### src/core/podc_pkg.sv
// Constants for the port output drive configuration block
// What this block does
// - Address register value 03H steers control register accesses to open-drain bits.
// - An open-drain bit at 1 makes its pin an open-drain output.
// - Open-drain selection acts at the pad, alternate functions included.
// - Open-drain bit at 1 disables the drain driver for a high level, whatever the alternate enable.
// - Open-drain bit at 0 leaves drain enabled unless alternate function overrides.
// - Address register value 04H steers control register accesses to high-drive bits.
// - High-drive bit 1 selects high current, 0 standard drive strength.
// - High-drive selection acts at the pad, alternate functions included.
package podc_pkg;
    localparam logic [7:0] SUBREG_OPEN_DRAIN = 8'h03;
    localparam logic [7:0] SUBREG_HIGH_DRIVE = 8'h04;
    localparam logic [7:0] OPEN_DRAIN_RESET = 8'h00;
    localparam logic [7:0] HIGH_DRIVE_RESET = 8'h00;
    localparam logic [7:0] ADDR_RESET = 8'h00;
endpackage

### src/core/podc_port_drive.sv
// Port output drive configuration: open-drain and high-drive subregisters
`timescale 1ns/1ns
`default_nettype none
module podc_port_drive #(
    parameter int WIDTH = 8
) (
    input wire logic i_clock,
    input wire logic i_rst_b,
    input wire logic i_addr_wr,
    input wire logic [7:0] i_addr_wdata,
    input wire logic i_ctrl_wr,
    input wire logic [7:0] i_ctrl_wdata,
    input wire logic [WIDTH-1:0] i_out_data,
    input wire logic [WIDTH-1:0] i_out_en,
    input wire logic [WIDTH-1:0] i_alt_en,
    input wire logic [WIDTH-1:0] i_alt_data,
    input wire logic [WIDTH-1:0] i_alt_oe,
    output logic [7:0] o_addr_rdata,
    output logic [7:0] o_ctrl_rdata,
    output logic [WIDTH-1:0] o_pad_out,
    output logic [WIDTH-1:0] o_pad_oe,
    output logic [WIDTH-1:0] o_pad_high_drive,
    output logic [WIDTH-1:0] o_open_drain_select_bits
);
    typedef struct packed {
        logic [7:0] addr;
        logic [WIDTH-1:0] open_drain;
        logic [WIDTH-1:0] high_drive;
        logic [7:0] ctrl_rdata;
        logic [WIDTH-1:0] pad_out;
        logic [WIDTH-1:0] pad_oe;
        logic [WIDTH-1:0] pad_hd;
    } podc_state_t;

    podc_state_t st;
    podc_state_t next_st;

    // Subregisters may be narrower than the byte-wide control register
    function automatic logic [7:0] podc_widen(input logic [WIDTH-1:0] v);
        logic [7:0] r;
        r = 8'h00;
        r[WIDTH-1:0] = v;
        return r;
    endfunction

    always_comb begin
        logic [WIDTH-1:0] drv;
        logic [WIDTH-1:0] en;
        logic [WIDTH-1:0] od;
        drv = '0;
        en = '0;
        od = '0;
        next_st = st;
        if (i_addr_wr) begin
            next_st.addr = i_addr_wdata;
        end
        if (i_ctrl_wr) begin
            // Only the selected subregister changes; an index written in
            // the same cycle applies from the next write on
            if (st.addr == podc_pkg::SUBREG_OPEN_DRAIN) begin
                next_st.open_drain = i_ctrl_wdata[WIDTH-1:0];
            end else if (st.addr == podc_pkg::SUBREG_HIGH_DRIVE) begin
                next_st.high_drive = i_ctrl_wdata[WIDTH-1:0];
            end
        end
        // Read data follows the selection of the coming cycle
        case (next_st.addr)
            podc_pkg::SUBREG_OPEN_DRAIN:
                next_st.ctrl_rdata = podc_widen(next_st.open_drain);
            podc_pkg::SUBREG_HIGH_DRIVE:
                next_st.ctrl_rdata = podc_widen(next_st.high_drive);
            default:
                next_st.ctrl_rdata = 8'h00;
        endcase
        // Alternate function, when enabled, takes data and enable
        drv = (i_alt_en & i_alt_data) | (~i_alt_en & i_out_data);
        en = (i_alt_en & i_alt_oe) | (~i_alt_en & i_out_en);
        // Open drain: never drive high, pull low only
        od = next_st.open_drain;
        next_st.pad_out = drv & ~od;
        next_st.pad_oe = en & ~(od & drv);
        next_st.pad_hd = next_st.high_drive;
    end

    always_ff @(posedge i_clock) begin
        if (!i_rst_b) begin
            st.addr <= podc_pkg::ADDR_RESET;
            st.open_drain <= podc_pkg::OPEN_DRAIN_RESET[WIDTH-1:0];
            st.high_drive <= podc_pkg::HIGH_DRIVE_RESET[WIDTH-1:0];
            st.ctrl_rdata <= 8'h00;
            st.pad_out <= '0;
            st.pad_oe <= '0;
            st.pad_hd <= '0;
        end else begin
            st <= next_st;
        end
    end

    assign o_addr_rdata = st.addr;
    assign o_ctrl_rdata = st.ctrl_rdata;
    assign o_pad_out = st.pad_out;
    assign o_pad_oe = st.pad_oe;
    assign o_pad_high_drive = st.pad_hd;
    assign o_open_drain_select_bits = st.open_drain;

    // Subregister access through the address and control registers
    a_addr_write: assert property (
        @(posedge i_clock) disable iff (!i_rst_b)
        i_addr_wr
        |=> st.addr == $past(i_addr_wdata))
        else $error("address register write lost");

    a_od_write: assert property (
        @(posedge i_clock) disable iff (!i_rst_b)
        i_ctrl_wr && st.addr == podc_pkg::SUBREG_OPEN_DRAIN
        |=> st.open_drain == $past(i_ctrl_wdata[WIDTH-1:0]))
        else $error("open-drain write lost");

    a_hd_write: assert property (
        @(posedge i_clock) disable iff (!i_rst_b)
        i_ctrl_wr && st.addr == podc_pkg::SUBREG_HIGH_DRIVE
        |=> st.high_drive == $past(i_ctrl_wdata[WIDTH-1:0]))
        else $error("high-drive write lost");

    a_other_kept: assert property (
        @(posedge i_clock) disable iff (!i_rst_b)
        st.addr != podc_pkg::SUBREG_OPEN_DRAIN
        |=> $stable(st.open_drain))
        else $error("open-drain changed while unselected");

    a_hd_kept: assert property (
        @(posedge i_clock) disable iff (!i_rst_b)
        st.addr != podc_pkg::SUBREG_HIGH_DRIVE
        |=> $stable(st.high_drive))
        else $error("high-drive changed while unselected");

    a_readback: assert property (
        @(posedge i_clock) disable iff (!i_rst_b)
        st.addr == podc_pkg::SUBREG_OPEN_DRAIN
        |-> st.ctrl_rdata == podc_widen(st.open_drain))
        else $error("control read mismatch");

    a_hd_readback: assert property (
        @(posedge i_clock) disable iff (!i_rst_b)
        st.addr == podc_pkg::SUBREG_HIGH_DRIVE
        |-> st.ctrl_rdata == podc_widen(st.high_drive))
        else $error("high-drive read mismatch");

    a_other_reads_zero: assert property (
        @(posedge i_clock) disable iff (!i_rst_b)
        st.addr != podc_pkg::SUBREG_OPEN_DRAIN
        && st.addr != podc_pkg::SUBREG_HIGH_DRIVE
        |-> st.ctrl_rdata == 8'h00)
        else $error("unselected index reads nonzero");

    // Pad checks other than a_od_no_high and a_hd_pad look one cycle back; the first cycle after reset
    // release is skipped because its state still comes from reset.
    a_od_no_high: assert property (
        @(posedge i_clock) disable iff (!i_rst_b)
        (st.pad_oe & st.open_drain & st.pad_out) == '0)
        else $error("open-drain pin driven high");

    a_od_sinks: assert property (
        @(posedge i_clock) disable iff (!i_rst_b)
        $past(i_rst_b) |-> (($past(~i_alt_en & i_out_en & ~i_out_data)
        & st.open_drain & ~st.pad_oe) == '0))
        else $error("open-drain pin failed to pull low");

    a_od_alt: assert property (
        @(posedge i_clock) disable iff (!i_rst_b)
        $past(i_rst_b) |-> (($past(i_alt_en & i_alt_data)
        & st.open_drain & st.pad_oe) == '0))
        else $error("alternate function drove high on open-drain pin");

    a_od_alt_low: assert property (
        @(posedge i_clock) disable iff (!i_rst_b)
        $past(i_rst_b) |-> (($past(i_alt_en & i_alt_oe & ~i_alt_data)
        & st.open_drain & ~st.pad_oe) == '0))
        else $error("alternate low not driven on open-drain pin");

    a_drain_on: assert property (
        @(posedge i_clock) disable iff (!i_rst_b)
        $past(i_rst_b) |-> (($past(~i_alt_en & i_out_en)
        & ~st.open_drain & ~st.pad_oe) == '0))
        else $error("drain disabled on push-pull pin");

    a_alt_off: assert property (
        @(posedge i_clock) disable iff (!i_rst_b)
        $past(i_rst_b) |-> (($past(i_alt_en & ~i_alt_oe)
        & st.pad_oe) == '0))
        else $error("pad driven while alternate function is off");

    a_hd_pad: assert property (
        @(posedge i_clock) disable iff (!i_rst_b)
        i_ctrl_wr && st.addr == podc_pkg::SUBREG_HIGH_DRIVE
        |=> st.pad_hd == $past(i_ctrl_wdata[WIDTH-1:0]))
        else $error("high drive not at pad");

    // Values right after reset release
    a_reset_std_drive: assert property (
        @(posedge i_clock) disable iff (!i_rst_b)
        !$past(i_rst_b) |-> st.high_drive == '0 && st.pad_hd == '0)
        else $error("high drive set after reset");

    a_reset_push_pull: assert property (
        @(posedge i_clock) disable iff (!i_rst_b)
        !$past(i_rst_b) |-> st.open_drain == '0 && st.pad_out == '0)
        else $error("open drain set after reset");

    // Main scenarios
    c_od_sel: cover property (@(posedge i_clock)
        i_ctrl_wr && st.addr == podc_pkg::SUBREG_OPEN_DRAIN);
    c_hd_sel: cover property (@(posedge i_clock)
        i_ctrl_wr && st.addr == podc_pkg::SUBREG_HIGH_DRIVE);
    c_alt_od: cover property (@(posedge i_clock) |(i_alt_en & st.open_drain));
    c_alt_off: cover property (@(posedge i_clock) |(i_alt_en & ~i_alt_oe));
    c_od_release: cover property (@(posedge i_clock)
        |(st.open_drain & ~st.pad_oe));
endmodule
`default_nettype wire

### config.mk
export PLATFORM = sky130hd
export DESIGN_NAME = podc_port_drive
export DESIGN_NICKNAME = d
export VERILOG_FILES = /design/src/core/podc_pkg.sv /design/src/core/podc_port_drive.sv
export SDC_FILE = /design/constraint.sdc
export NUM_CORES = 1
export LEC_CHECK = 0
export BUFFER_PORTS_ARGS = -buffer_cell sky130_fd_sc_hd__buf_2
export CORE_ASPECT_RATIO = 1.4
export CORE_UTILIZATION = 40
export DETAILED_ROUTE_END_ITERATION = 10
export GPL_TIMING_DRIVEN = 0
export PLACE_DENSITY_LB_ADDON = 0.3
export SLEW_MARGIN = 5
export SYNTH_ARGS = -nofsm -noshare
export SYNTH_HDL_FRONTEND = slang
export SYNTH_SLANG_ARGS = --single-unit
### constraint.sdc
create_clock -name i_clock -period 2.9 [get_ports i_clock]
set_clock_uncertainty 0.05 [all_clocks]
set_input_delay 0.29 -clock i_clock [delete_from_list [all_inputs] [get_ports i_clock]]
set_output_delay 0.29 -clock i_clock [all_outputs]
set_load 0.01 [all_outputs]
# Yosys cells after proc, flatten, opt, wreduce, memory -nomap -nowiden
# Cells that the tools add are included.
# word_totals
mem_count	0
output_inout_bits	48
latchBits	0
ff_bits	48
wordCells	28
romBits	0
ram_bits	0
input_bits	60
# op_classes
n_reduce_logical	0
n_shift	0
n_lt_le_gt_ge	0
n_mul	0
n_eq_ne	4
bitwise_logic	12
n_div	0
mux	6
addsub	0
# op_table
operator	count
$and 8x8->8	7
$mux 8	4
$not 8->8	3
$eq 8x2->1 const B	2
$eq 8x3->1 const B	2
$mux 16	1
$or 8x8->8	2
$pmux 8 s2	1

# Depth between registers and ports, before layout
# Gate-level depths: netlist (run 1).
# logic_depth
ltp_word	7
depth_mapped	5

# Worst setup path before layout (run 1)
# Ideal clock, no wire load.
# synth_timing
path_kind	register to register
startpoint	register st (netlist bit o_addr_rdata[4])
endpoint	register st (netlist bit o_open_drain_select_bits[4])
synth_period_minus_slack_ns	2.171
path_stages_with_launch	6
setup_time_ns	0.115
path_buffers	1
path_slack_ns	0.729
t_required_ns	2.735
arrival_ns	2.006
cell_sequence	dfxtp_1 > or4_4 > nor4b_4 > buf_6 > mux2_4 > and2_1
# synth_between
elab_chain_len	3
# synth_lines
item	line	source
start: declaration	podc_port_drive.sv:35	podc_state_t st;
start signal: assignment	podc_port_drive.sv:95	st <= next_st;
$eq 8x2->1	podc_port_drive.sv:60	if (st.addr == podc_pkg::SUBREG_OPEN_DRAIN) begin
$mux 8	podc_port_drive.sv:60	
$mux 16	podc_port_drive.sv:57	if (i_ctrl_wr) begin
# No other way between the ends.
# A chain may end at the register's enable or synchronous reset.

# Worst setup path after layout (run 1)
# Same ends and word-level chain as after synthesis.

==> results of run 1 <==
-- through the flow --
step | cells | util (%) | cell area, µm² | power, µW
global route | 352 | 58.5 | 2700 | 1420
floorplan | 175 | - | 1960 | 788
CTS | 352 | 58.5 | 2700 | 1380
finish | 352 | 58.5 | 2700 | 1370
detailed placement | 344 | 55.7 | 2570 | 872
global placement | 344 | 55.7 | 2570 | 868
-- cells in the final DEF (no fill, tap or decap), types with 2 or more instances in the layout --
cell / n
mux2i_1: 23
nand3b_1: 2
buf_2: 107
mux2_2: 14
o211ai_1: 8
clkbuf_1: 5
clkbuf_8: 7
mux2_4: 2
nor2b_1: 15
a21oi_1: 8
nand4_1: 2
nand2b_1: 10
and2_1: 9
dfxtp_1: 48
and3_1: 8
o22ai_1: 9
-- where the power goes --
| part | internal, µW | switching, µW | total, µW |
|---|---|---|---|
| combinational | 85.9 | 75.8 | 162 |
| clock | 304 | 211 | 515 |
| sequential | 683 | 10.3 | 693 |
| total | 1070 | 297 | 1370 |
-- layout make-up --
type	instances	area [µm²]	share of cell area, %
Tap cell	62	77.6	2.88
Multi-Input combinational cell	119	953	35.4
Clock buffer	7	96.3	3.57
Buffer	7	37.5	1.39
Inverter	1	3.75	0.139
Timing Repair Buffer	107	536	19.9
Sequential cell	48	961	35.7
Clock inverter	1	30.0	1.11
-- tightest hold or removal path: stages --
cell     delay [ns]
buf_2          0.08
mux2i_1        0.06
nor2b_1        0.10
-- worst paths after layout --
check / to / slack (ns) / cells after the start
worst max-delay path: o_open_drain_select_bits[4] / 0.48 / 5
worst max register to register: o_open_drain_select_bits[4] / 0.48 / 5
worst min-delay path: o_addr_rdata[5] / 0.22 / 3
worst min register to register: o_addr_rdata[5] / 0.49 / 2
-- per-layer routing --
| layer | global-route usage [%] | part of all wire [%] |
|---|---|---|
| met1 | 20.2 | 39 |
| met2 | 35.7 | 55 |
| met3 | 4.62 | 4.3 |
| met4 | 6.40 | 2.0 |
| met5 | 0 | 0 |
-- logic make-up (layout without fill, tap and decap cells) --
family | Yosys count | after routing | synth area share (%)
buffers and inverters | 8 | 123 | 2.11
AND/OR/NAND/NOR | 52 | 52 | 18.3
flip-flops | 48 | 48 | 49.1
multiplexers | 39 | 39 | 21.4
AO/OA/AOI/OAI | 28 | 28 | 9.09
-- sequential cells by signal, summed over array words and instances (netlist names) --
| signal | count |
|---|---|
| o_pad_out | 8 |
| o_open_drain_select_bits | 8 |
| o_addr_rdata | 8 |
| o_ctrl_rdata | 8 |
| o_pad_high_drive | 8 |
| o_pad_oe | 8 |
==> impl_metrics.tcl, run 1 <==
set metrics [dict create \
    outcome "finished clean" \
    cts_resized 0 \
    fp.dieArea_um2 5180 \
    synth.top_cell.area_share_pct 49.1 \
    grt_pass1_vias 1700 \
    synth_most_common_cell "dfxtp_1" \
    layout_min_cycle_time_ns 2.42 \
    cpPeakStageDelay_ns 0.64 \
    finalMaxSlewViolations 0 \
    yosysTopAreaCell "dfxtp_1" \
    n_antenna_cell 0 \
    grt_pass1_wl_um 7370 \
    yosys-top-cells-count "dfxtp_1, mux2i_1, nor2b_1" \
    detailedPlacementHpwl_um 3700 \
    holdWs_ns 0.222 \
    ctsHoldBuffers 0 \
    post_synth.cell_area_avg_um2 11.2 \
    grt_max_degree 15 \
    period_share_pct 83.6 \
    firstDrtPassIters 4 \
    cts-root-buf "clkbuf_8" \
    cts_inserted_buffers 5 \
    synth_cell_type_count 26 \
    synth_flop_cell "dfxtp_1" \
    synth_area_um2 1960 \
    postCtsSetupBuffers 0 \
    syn_inst 175 \
    hp-start "i_addr_wdata[5]" \
    max_freq_ghz 0.413 \
    wl_per_cell_um 13.8 \
    synth_edf_count 0 \
    cp_num_buf_inv 1 \
    power_leakage_uw 0.00132 \
    fin_ws_ns 0.476 \
    ys_async_sr_fraction_pct 0 \
    synth_nets 235 \
    grt-ovfl-total 0 \
    worst_pin_slew_ns 0.665 \
    clkTransAtPathRegs_ns 0.08 \
    startpoint_type "flop" \
    min_path_type "primary input to flop" \
    io_pins 108 \
    crit_path_end_kind "flop" \
    clk_latency_ns 0.29 \
    fp.dieW_um 61.1 \
    vias_per_cell 4.90 \
    rsz0062_at_grt "false" \
    layout-drive-gt1-share_pct 47.2 \
    antenna_found_initial 0 \
    n_fill_cell 443 \
    tritoncts "yes" \
    clockBufferDepth 2 \
    yosys_warnings 0 \
    vias 1726 \
    routed_wl_um 4840 \
    critPathSlowestCell "nor4b_4" \
    cpLargestDelayFamily "simple AND/OR/NAND/NOR gates" \
    clock_sinks 48 \
    crit_path_cell_trace "or4_4 > nor4b_4 > buf_6 > mux2_4 > and2_1" \
    post-place-ws_ns 0.486 \
    fin_setup_tns_ns 0 \
    core_area_um2 4610 \
    start_util_pct 42.4 \
    r2r-start "o_addr_rdata[4]" \
    drt_iter0_markers 43 \
    rows 29 \
    worstPathRequired_ns 3.04 \
    synth-seq-cells 48 \
    slew_headroom_pct 55.5 \
    final_hold_viol_count 0 \
    port_buffers 107 \
    track_usage_pct 19.3 \
    critPathArrivalTime_ns 2.57 \
    vdd.ir_drop.worst_v 0.000368 \
    cap_viol_max_count 0 \
    final_nets 349 \
    power_density_nw_per_um2 508 \
    drc 0 \
    area_growth_pct 37.8 \
    crit_type "flop to flop" \
    yosys-top-cells-area "dfxtp_1, mux2i_1, mux2_2, nor2b_1, nand2b_1" \
    worstPathMaxFanout 10 \
    place_congestion 0.703 \
    htree_levels 2 \
    postRouteAntennaNets 0 \
    ys_seq_area_share_pct 49.1 \
    die_h_um 84.7 \
    finalSetupViolations 0 \
    critPathLaunch "o_addr_rdata[4]" \
]
Note: power is estimated with default switching activity, not from simulation.
==> run 2, diff against run 1 <==
CORE_UTILIZATION = 39   (was 40)
clock period = 1.95 ns   (was 2.9 ns; I/O delays follow)
==> run 2 against run 1 <==
Effect of this change:
- the flow now finishes with violations (setup timing)
- setup slack got worse by 0.58 ns
- total power increased by 39%
- sequential share of layout area decreased by 3.2 points
- routed wire length increased by 5.1%
- maximum frequency increased by 18%
- cell count increased by 2.6%
- utilization increased by 2.9 points
- first-iteration DRC count decreased by 12%
- hold slack got worse by 0.097 ns
- count of clock-buffer cells in the layout decreased by 1
- clock power increased by 17%
- critical path depth increased by 1
- critical path type unchanged
- largest power group unchanged
==> impl_metrics.tcl, run 2 (synthesis results as in run 1) <==
set metrics [dict create \
    final_area_um2 2970 \
    io_pins 108 \
    grt_pass1_wl_um 7470 \
    crit_path_cell_trace "or4_4 > nor4b_4 > buf_6 > buf_8 > mux2_4 > and2_4" \
    worst_pin_slew_ns 0.621 \
    wl_per_cell_um 14.1 \
    die_h_um 85.8 \
    start_util_pct 40.4 \
    routed_wl_um 5090 \
    vias_per_cell 4.98 \
    final_cell_mix "buf_2, dfxtp_1, nor2b_1" \
    fp.dieW_um 61.8 \
    track_usage_pct 19.4 \
    area_growth_pct 52.0 \
    slew_headroom_pct 58.6 \
    rsz0062_at_grt "true" \
    post-place-ws_ns -0.416 \
    hp-start "i_addr_wdata[4]" \
    critPathSlowestCell "or4_4" \
    postRouteAntennaNets 0 \
    core_area_um2 4840 \
    finalSetupViolations 40 \
    rows 30 \
    cap_viol_max_count 0 \
    power_density_nw_per_um2 641 \
    cts_inserted_buffers 5 \
    detailedPlacementHpwl_um 3520 \
    max_freq_ghz 0.486 \
    worstPathRequired_ns 2.10 \
    clkTransAtPathRegs_ns 0.09 \
    finalMaxSlewViolations 0 \
    clockBufferDepth 2 \
    fin_setup_tns_ns -2.38 \
    clk_latency_ns 0.30 \
    power_leakage_uw 0.00136 \
    port_buffers 107 \
    firstDrtPassIters 4 \
    tritoncts "yes" \
    period_share_pct 106 \
    fin_ws_ns -0.108 \
    p_seq_share_pct 54.3 \
    cp_num_buf_inv 2 \
    critPathLaunch "o_addr_rdata[7]" \
    min_path_type "primary input to flop" \
    antenna_found_initial 0 \
    fp.dieArea_um2 5310 \
    final_hold_viol_count 0 \
    crit_type "flop to flop" \
    clock_sinks 48 \
    critPathArrivalTime_ns 2.21 \
    grt_pass1_vias 1671 \
    netSwitchingFraction_pct 24.3 \
    post_dp_cell_area_um2 2580 \
    place_congestion 0.733 \
    comb_power_share_pct 14.2 \
    grt_max_degree 15 \
    cpLargestDelayFamily "simple AND/OR/NAND/NOR gates" \
    outcome "finished, violations left" \
    drc 0 \
    crit_path_end_kind "flop" \
    grt-ovfl-total 0 \
    final_common_cell "buf_2" \
    p_int_uw 1440 \
    clockPowerShare_pct 31.6 \
    n_antenna_cell 0 \
    vdd.ir_drop.worst_v 0.000448 \
    drt_iter0_markers 38 \
    final_nets 356 \
    dp_cells 346 \
    layout_min_cycle_time_ns 2.06 \
    final_cell_count_no_fill 361 \
    r2r-start "o_addr_rdata[7]" \
    violations "setup timing" \
    cpPeakStageDelay_ns 0.56 \
    startpoint_type "flop" \
    htree_levels 2 \
    ctsHoldBuffers 0 \
    worstPathMaxFanout 5 \
    layout-drive-gt1-share_pct 59.3 \
    p_switching_uw 464 \
    vias 1799 \
    cts-root-buf "clkbuf_8" \
]
[run 2: changes by cell type in the layout (fill, tap and decap cells not counted), moves of 5 or more]
cell     previous run  this run
mux2_4              2         8
a21oi_1             8         0
mux2i_4             0         9
and2_1              9         4
a21oi_2             0         8
mux2i_1            23        11
mux2_2             14         8
and2_4              0         5
[run 2: worst paths after layout]
check                                                   end  slack, ns  depth (start not counted)
worst min register to register              o_addr_rdata[2]       0.48                          2
worst min-delay path                        o_addr_rdata[4]       0.13                          3
worst max-delay path            o_open_drain_select_bits[4]      -0.11                          6
worst max register to register  o_open_drain_select_bits[4]      -0.11                          6
[run 2: stage by stage]
stage / total power [µW] / utilization (%) / hold slack (ns)
after floorplan: 1170 / - / 0.314
after CTS: 1900 / 56.8 / 0.122
final: 1900 / 61.4 / 0.125
after global placement: 1290 / 53.2 / 0.423
after detailed placement: 1300 / 53.2 / 0.436
after global routing: 1980 / 61.4 / 0.159
[run 2: power groups by stage]
stage               clock network, µW  logic [µW]  registers, µW
global route                      646         295           1040
CTS                               615         250           1030
global placement                    0         237           1050
floorplan                           0        98.5           1070
finish                            601         270           1030
detailed placement                  0         241           1060
[run 2: layer usage]
metal | wire, µm | vias to the layer above | GRT usage (%)
met5 | 0 | - | 0
met4 | 58 | 0 | 6.67
met3 | 232 | 6 | 4.37
met2 | 2730 | 55 | 35.4
met1 | 2070 | 859 | 21.1
li1 | - | 879 | -
[run 2: layout make-up]
type | instances | area, µm²
plain buffers | 7 | 53.8
fillers | 433 | 1870
clock inverters | 2 | 10.0
inverters | 1 | 3.75
well taps | 64 | 80.1
multi-input cells | 119 | 1160
flip-flops and latches | 48 | 965
clock buffers | 6 | 82.6
repair buffers | 114 | 612
[run 2: worst reg2reg max path, delay by kind of cell, from the launching register on]
family                 cells  cell delay, ns
multiplexers               1            0.32
AND/OR/NAND/NOR            3            0.93
buffers and inverters      2            0.31
flip-flops                 1            0.34
[run 2: timing repair]
| action | CTS | global route |
|---|---|---|
| endpoints found under the setup margin | 40 | 40 |
| cloned | 1 | 0 |
| pin swaps | 2 | 7 |
| hold endpoints to repair | 0 | 0 |
| resized for setup | 14 | 42 |
| setup buffers | 4 | 2 |
==> run 3, diff against run 2 <==
ABC_AREA = 0   (was default)
CORE_UTILIZATION = 40   (was 39)
CTS_BUF_LIST = sky130_fd_sc_hd__clkbuf_4 sky130_fd_sc_hd__clkbuf_8   (was default)
clock period = 2.04 ns   (was 1.95 ns; I/O delays follow)
==> run 3 against run 2 <==
Effect of this change:
- the flow still finishes with violations (setup timing)
- global-route usage grew 0.38 points
- via count shrank 1.7%
- setup slack gained 0.074 ns
==> impl_metrics.tcl, run 3 (synthesis results as in run 1) <==
set metrics [dict create \
    wl_per_cell_um 14.2 \
    clockBufferDepth 2 \
    antenna_found_initial 0 \
    final_nets 354 \
    vias 1769 \
    min_path_type "primary input to flop" \
    post_dp_cell_area_um2 2570 \
    place_congestion 0.740 \
    postRouteAntennaNets 0 \
    vdd.ir_drop.worst_v 0.000488 \
    vias_per_cell 4.96 \
    final_hold_viol_count 0 \
    area_growth_pct 46.7 \
    io_pins 108 \
    fp.dieArea_um2 5180 \
    slew_headroom_pct 59.7 \
    finalMaxSlewViolations 0 \
    final_area_um2 2870 \
    firstDrtPassIters 4 \
    rows 29 \
    clk_latency_ns 0.28 \
    cpPeakStageDelay_ns 0.56 \
    grt_pass1_vias 1681 \
    port_buffers 107 \
    clkTransAtPathRegs_ns 0.08 \
    crit_path_cell_trace "or4_4 > nor4b_4 > buf_4 > buf_8 > mux2_4 > and2_4" \
    violations "setup timing" \
    grt_max_degree 14 \
    final_common_cell "buf_2" \
    rsz0062_at_grt "true" \
    holdWs_ns 0.138 \
    cts-root-buf "clkbuf_8" \
    crit_type "flop to flop" \
    grt_pass1_wl_um 7530 \
    power_leakage_uw 0.00132 \
    critPathSlowestCell "or4_4" \
    grt-ovfl-total 0 \
    detailedPlacementHpwl_um 3580 \
    critPathArrivalTime_ns 2.21 \
    outcome "finished, violations left" \
    worstPathMaxFanout 5 \
    crit_path_end_kind "flop" \
    core_area_um2 4610 \
    start_util_pct 42.4 \
    die_h_um 84.7 \
    multiInputGateArea_um2 1090 \
    n_antenna_cell 0 \
    max_freq_ghz 0.482 \
    seqCellArea_um2 968 \
    routed_wl_um 5080 \
    layout-drive-gt1-share_pct 53.9 \
    period_share_pct 102 \
    startpoint_type "flop" \
    drt_iter0_markers 37 \
    clock_sinks 48 \
    drc 0 \
    final_cell_mix "buf_2, dfxtp_1, nor2b_1" \
    htree_levels 2 \
    finalSetupViolations 10 \
    track_usage_pct 19.8 \
    layout_min_cycle_time_ns 2.07 \
    worstPathRequired_ns 2.18 \
    tritoncts "yes" \
    fp.dieW_um 61.1 \
    worst_pin_slew_ns 0.604 \
    cap_viol_max_count 0 \
    n_fill_cell 445 \
    cts_inserted_buffers 5 \
    power_density_nw_per_um2 637 \
    fin_ws_ns -0.0345 \
]
run 3: cell count changes in the layout (fill, tap and decap cells not counted), sizes merged:
cell	before	now
clkinv	2	0
clkbuf	11	13
buf	116	114
run 3: per-stage QoR:
step	power [µW]	utilization, %	setup slack [ns]	instances	setup TNS (ns)
4_1_cts	1840	60.0	-0.0750	356	-0.593
5_1_grt	1900	62.3	-0.0972	357	-1.36
6_report	1830	62.3	-0.0345	357	-0.157
3_5_place_dp	1240	55.8	-0.346	344	-7.13
3_3_place_gp	1230	55.8	-0.342	344	-6.93
2_1_floorplan	1120	-	-0.0572	175	-0.114
run 3: area by class of cell:
class,count,share of cell area [%]
inverters,1,0.131
well taps,62,2.70
repair buffers,112,20.2
multi-input cells,119,37.9
clock buffers,8,3.40
plain buffers,7,1.88
flip-flops and latches,48,33.8
run 3: report_power, final:
group | switching [µW] | total [µW] | internal (µW)
clock | 289 | 593 | 304
sequential | 17.1 | 988 | 971
combinational | 115 | 248 | 133
total | 421 | 1830 | 1410
run 3: routing by layer:
| layer | GRT usage [%] | wire length, µm |
|---|---|---|
| met1 | 23.2 | 2150 |
| met2 | 35.2 | 2690 |
| met3 | 3.24 | 204 |
| met4 | 6.40 | 29 |
| met5 | 0 | 0 |
run 3: critical path: cells and delay by family (launching register included):
kind	cells	cell delay, ns
simple gates	3	0.98
flops	1	0.32
buf+inv	2	0.31
mux	1	0.31
run 3: repair_timing:
item | in CTS | in global routing
buffers inserted | 3 | 1
pin swaps | 5 | 4
setup endpoints to repair | 40 | 40
resized for setup | 18 | 19
cloned | 1 | 0
hold buffers | 0 | 0
run 3: worst paths after layout:
check,start,to,slack (ns),depth (start not counted)
setup / recovery,o_addr_rdata[5],o_open_drain_select_bits[4],-0.03,6
hold / removal,i_addr_wdata[4],o_addr_rdata[4],0.14,3
setup reg to reg,o_addr_rdata[5],o_open_drain_select_bits[4],-0.03,6
hold reg to reg,o_addr_rdata[2],o_addr_rdata[2],0.48,2
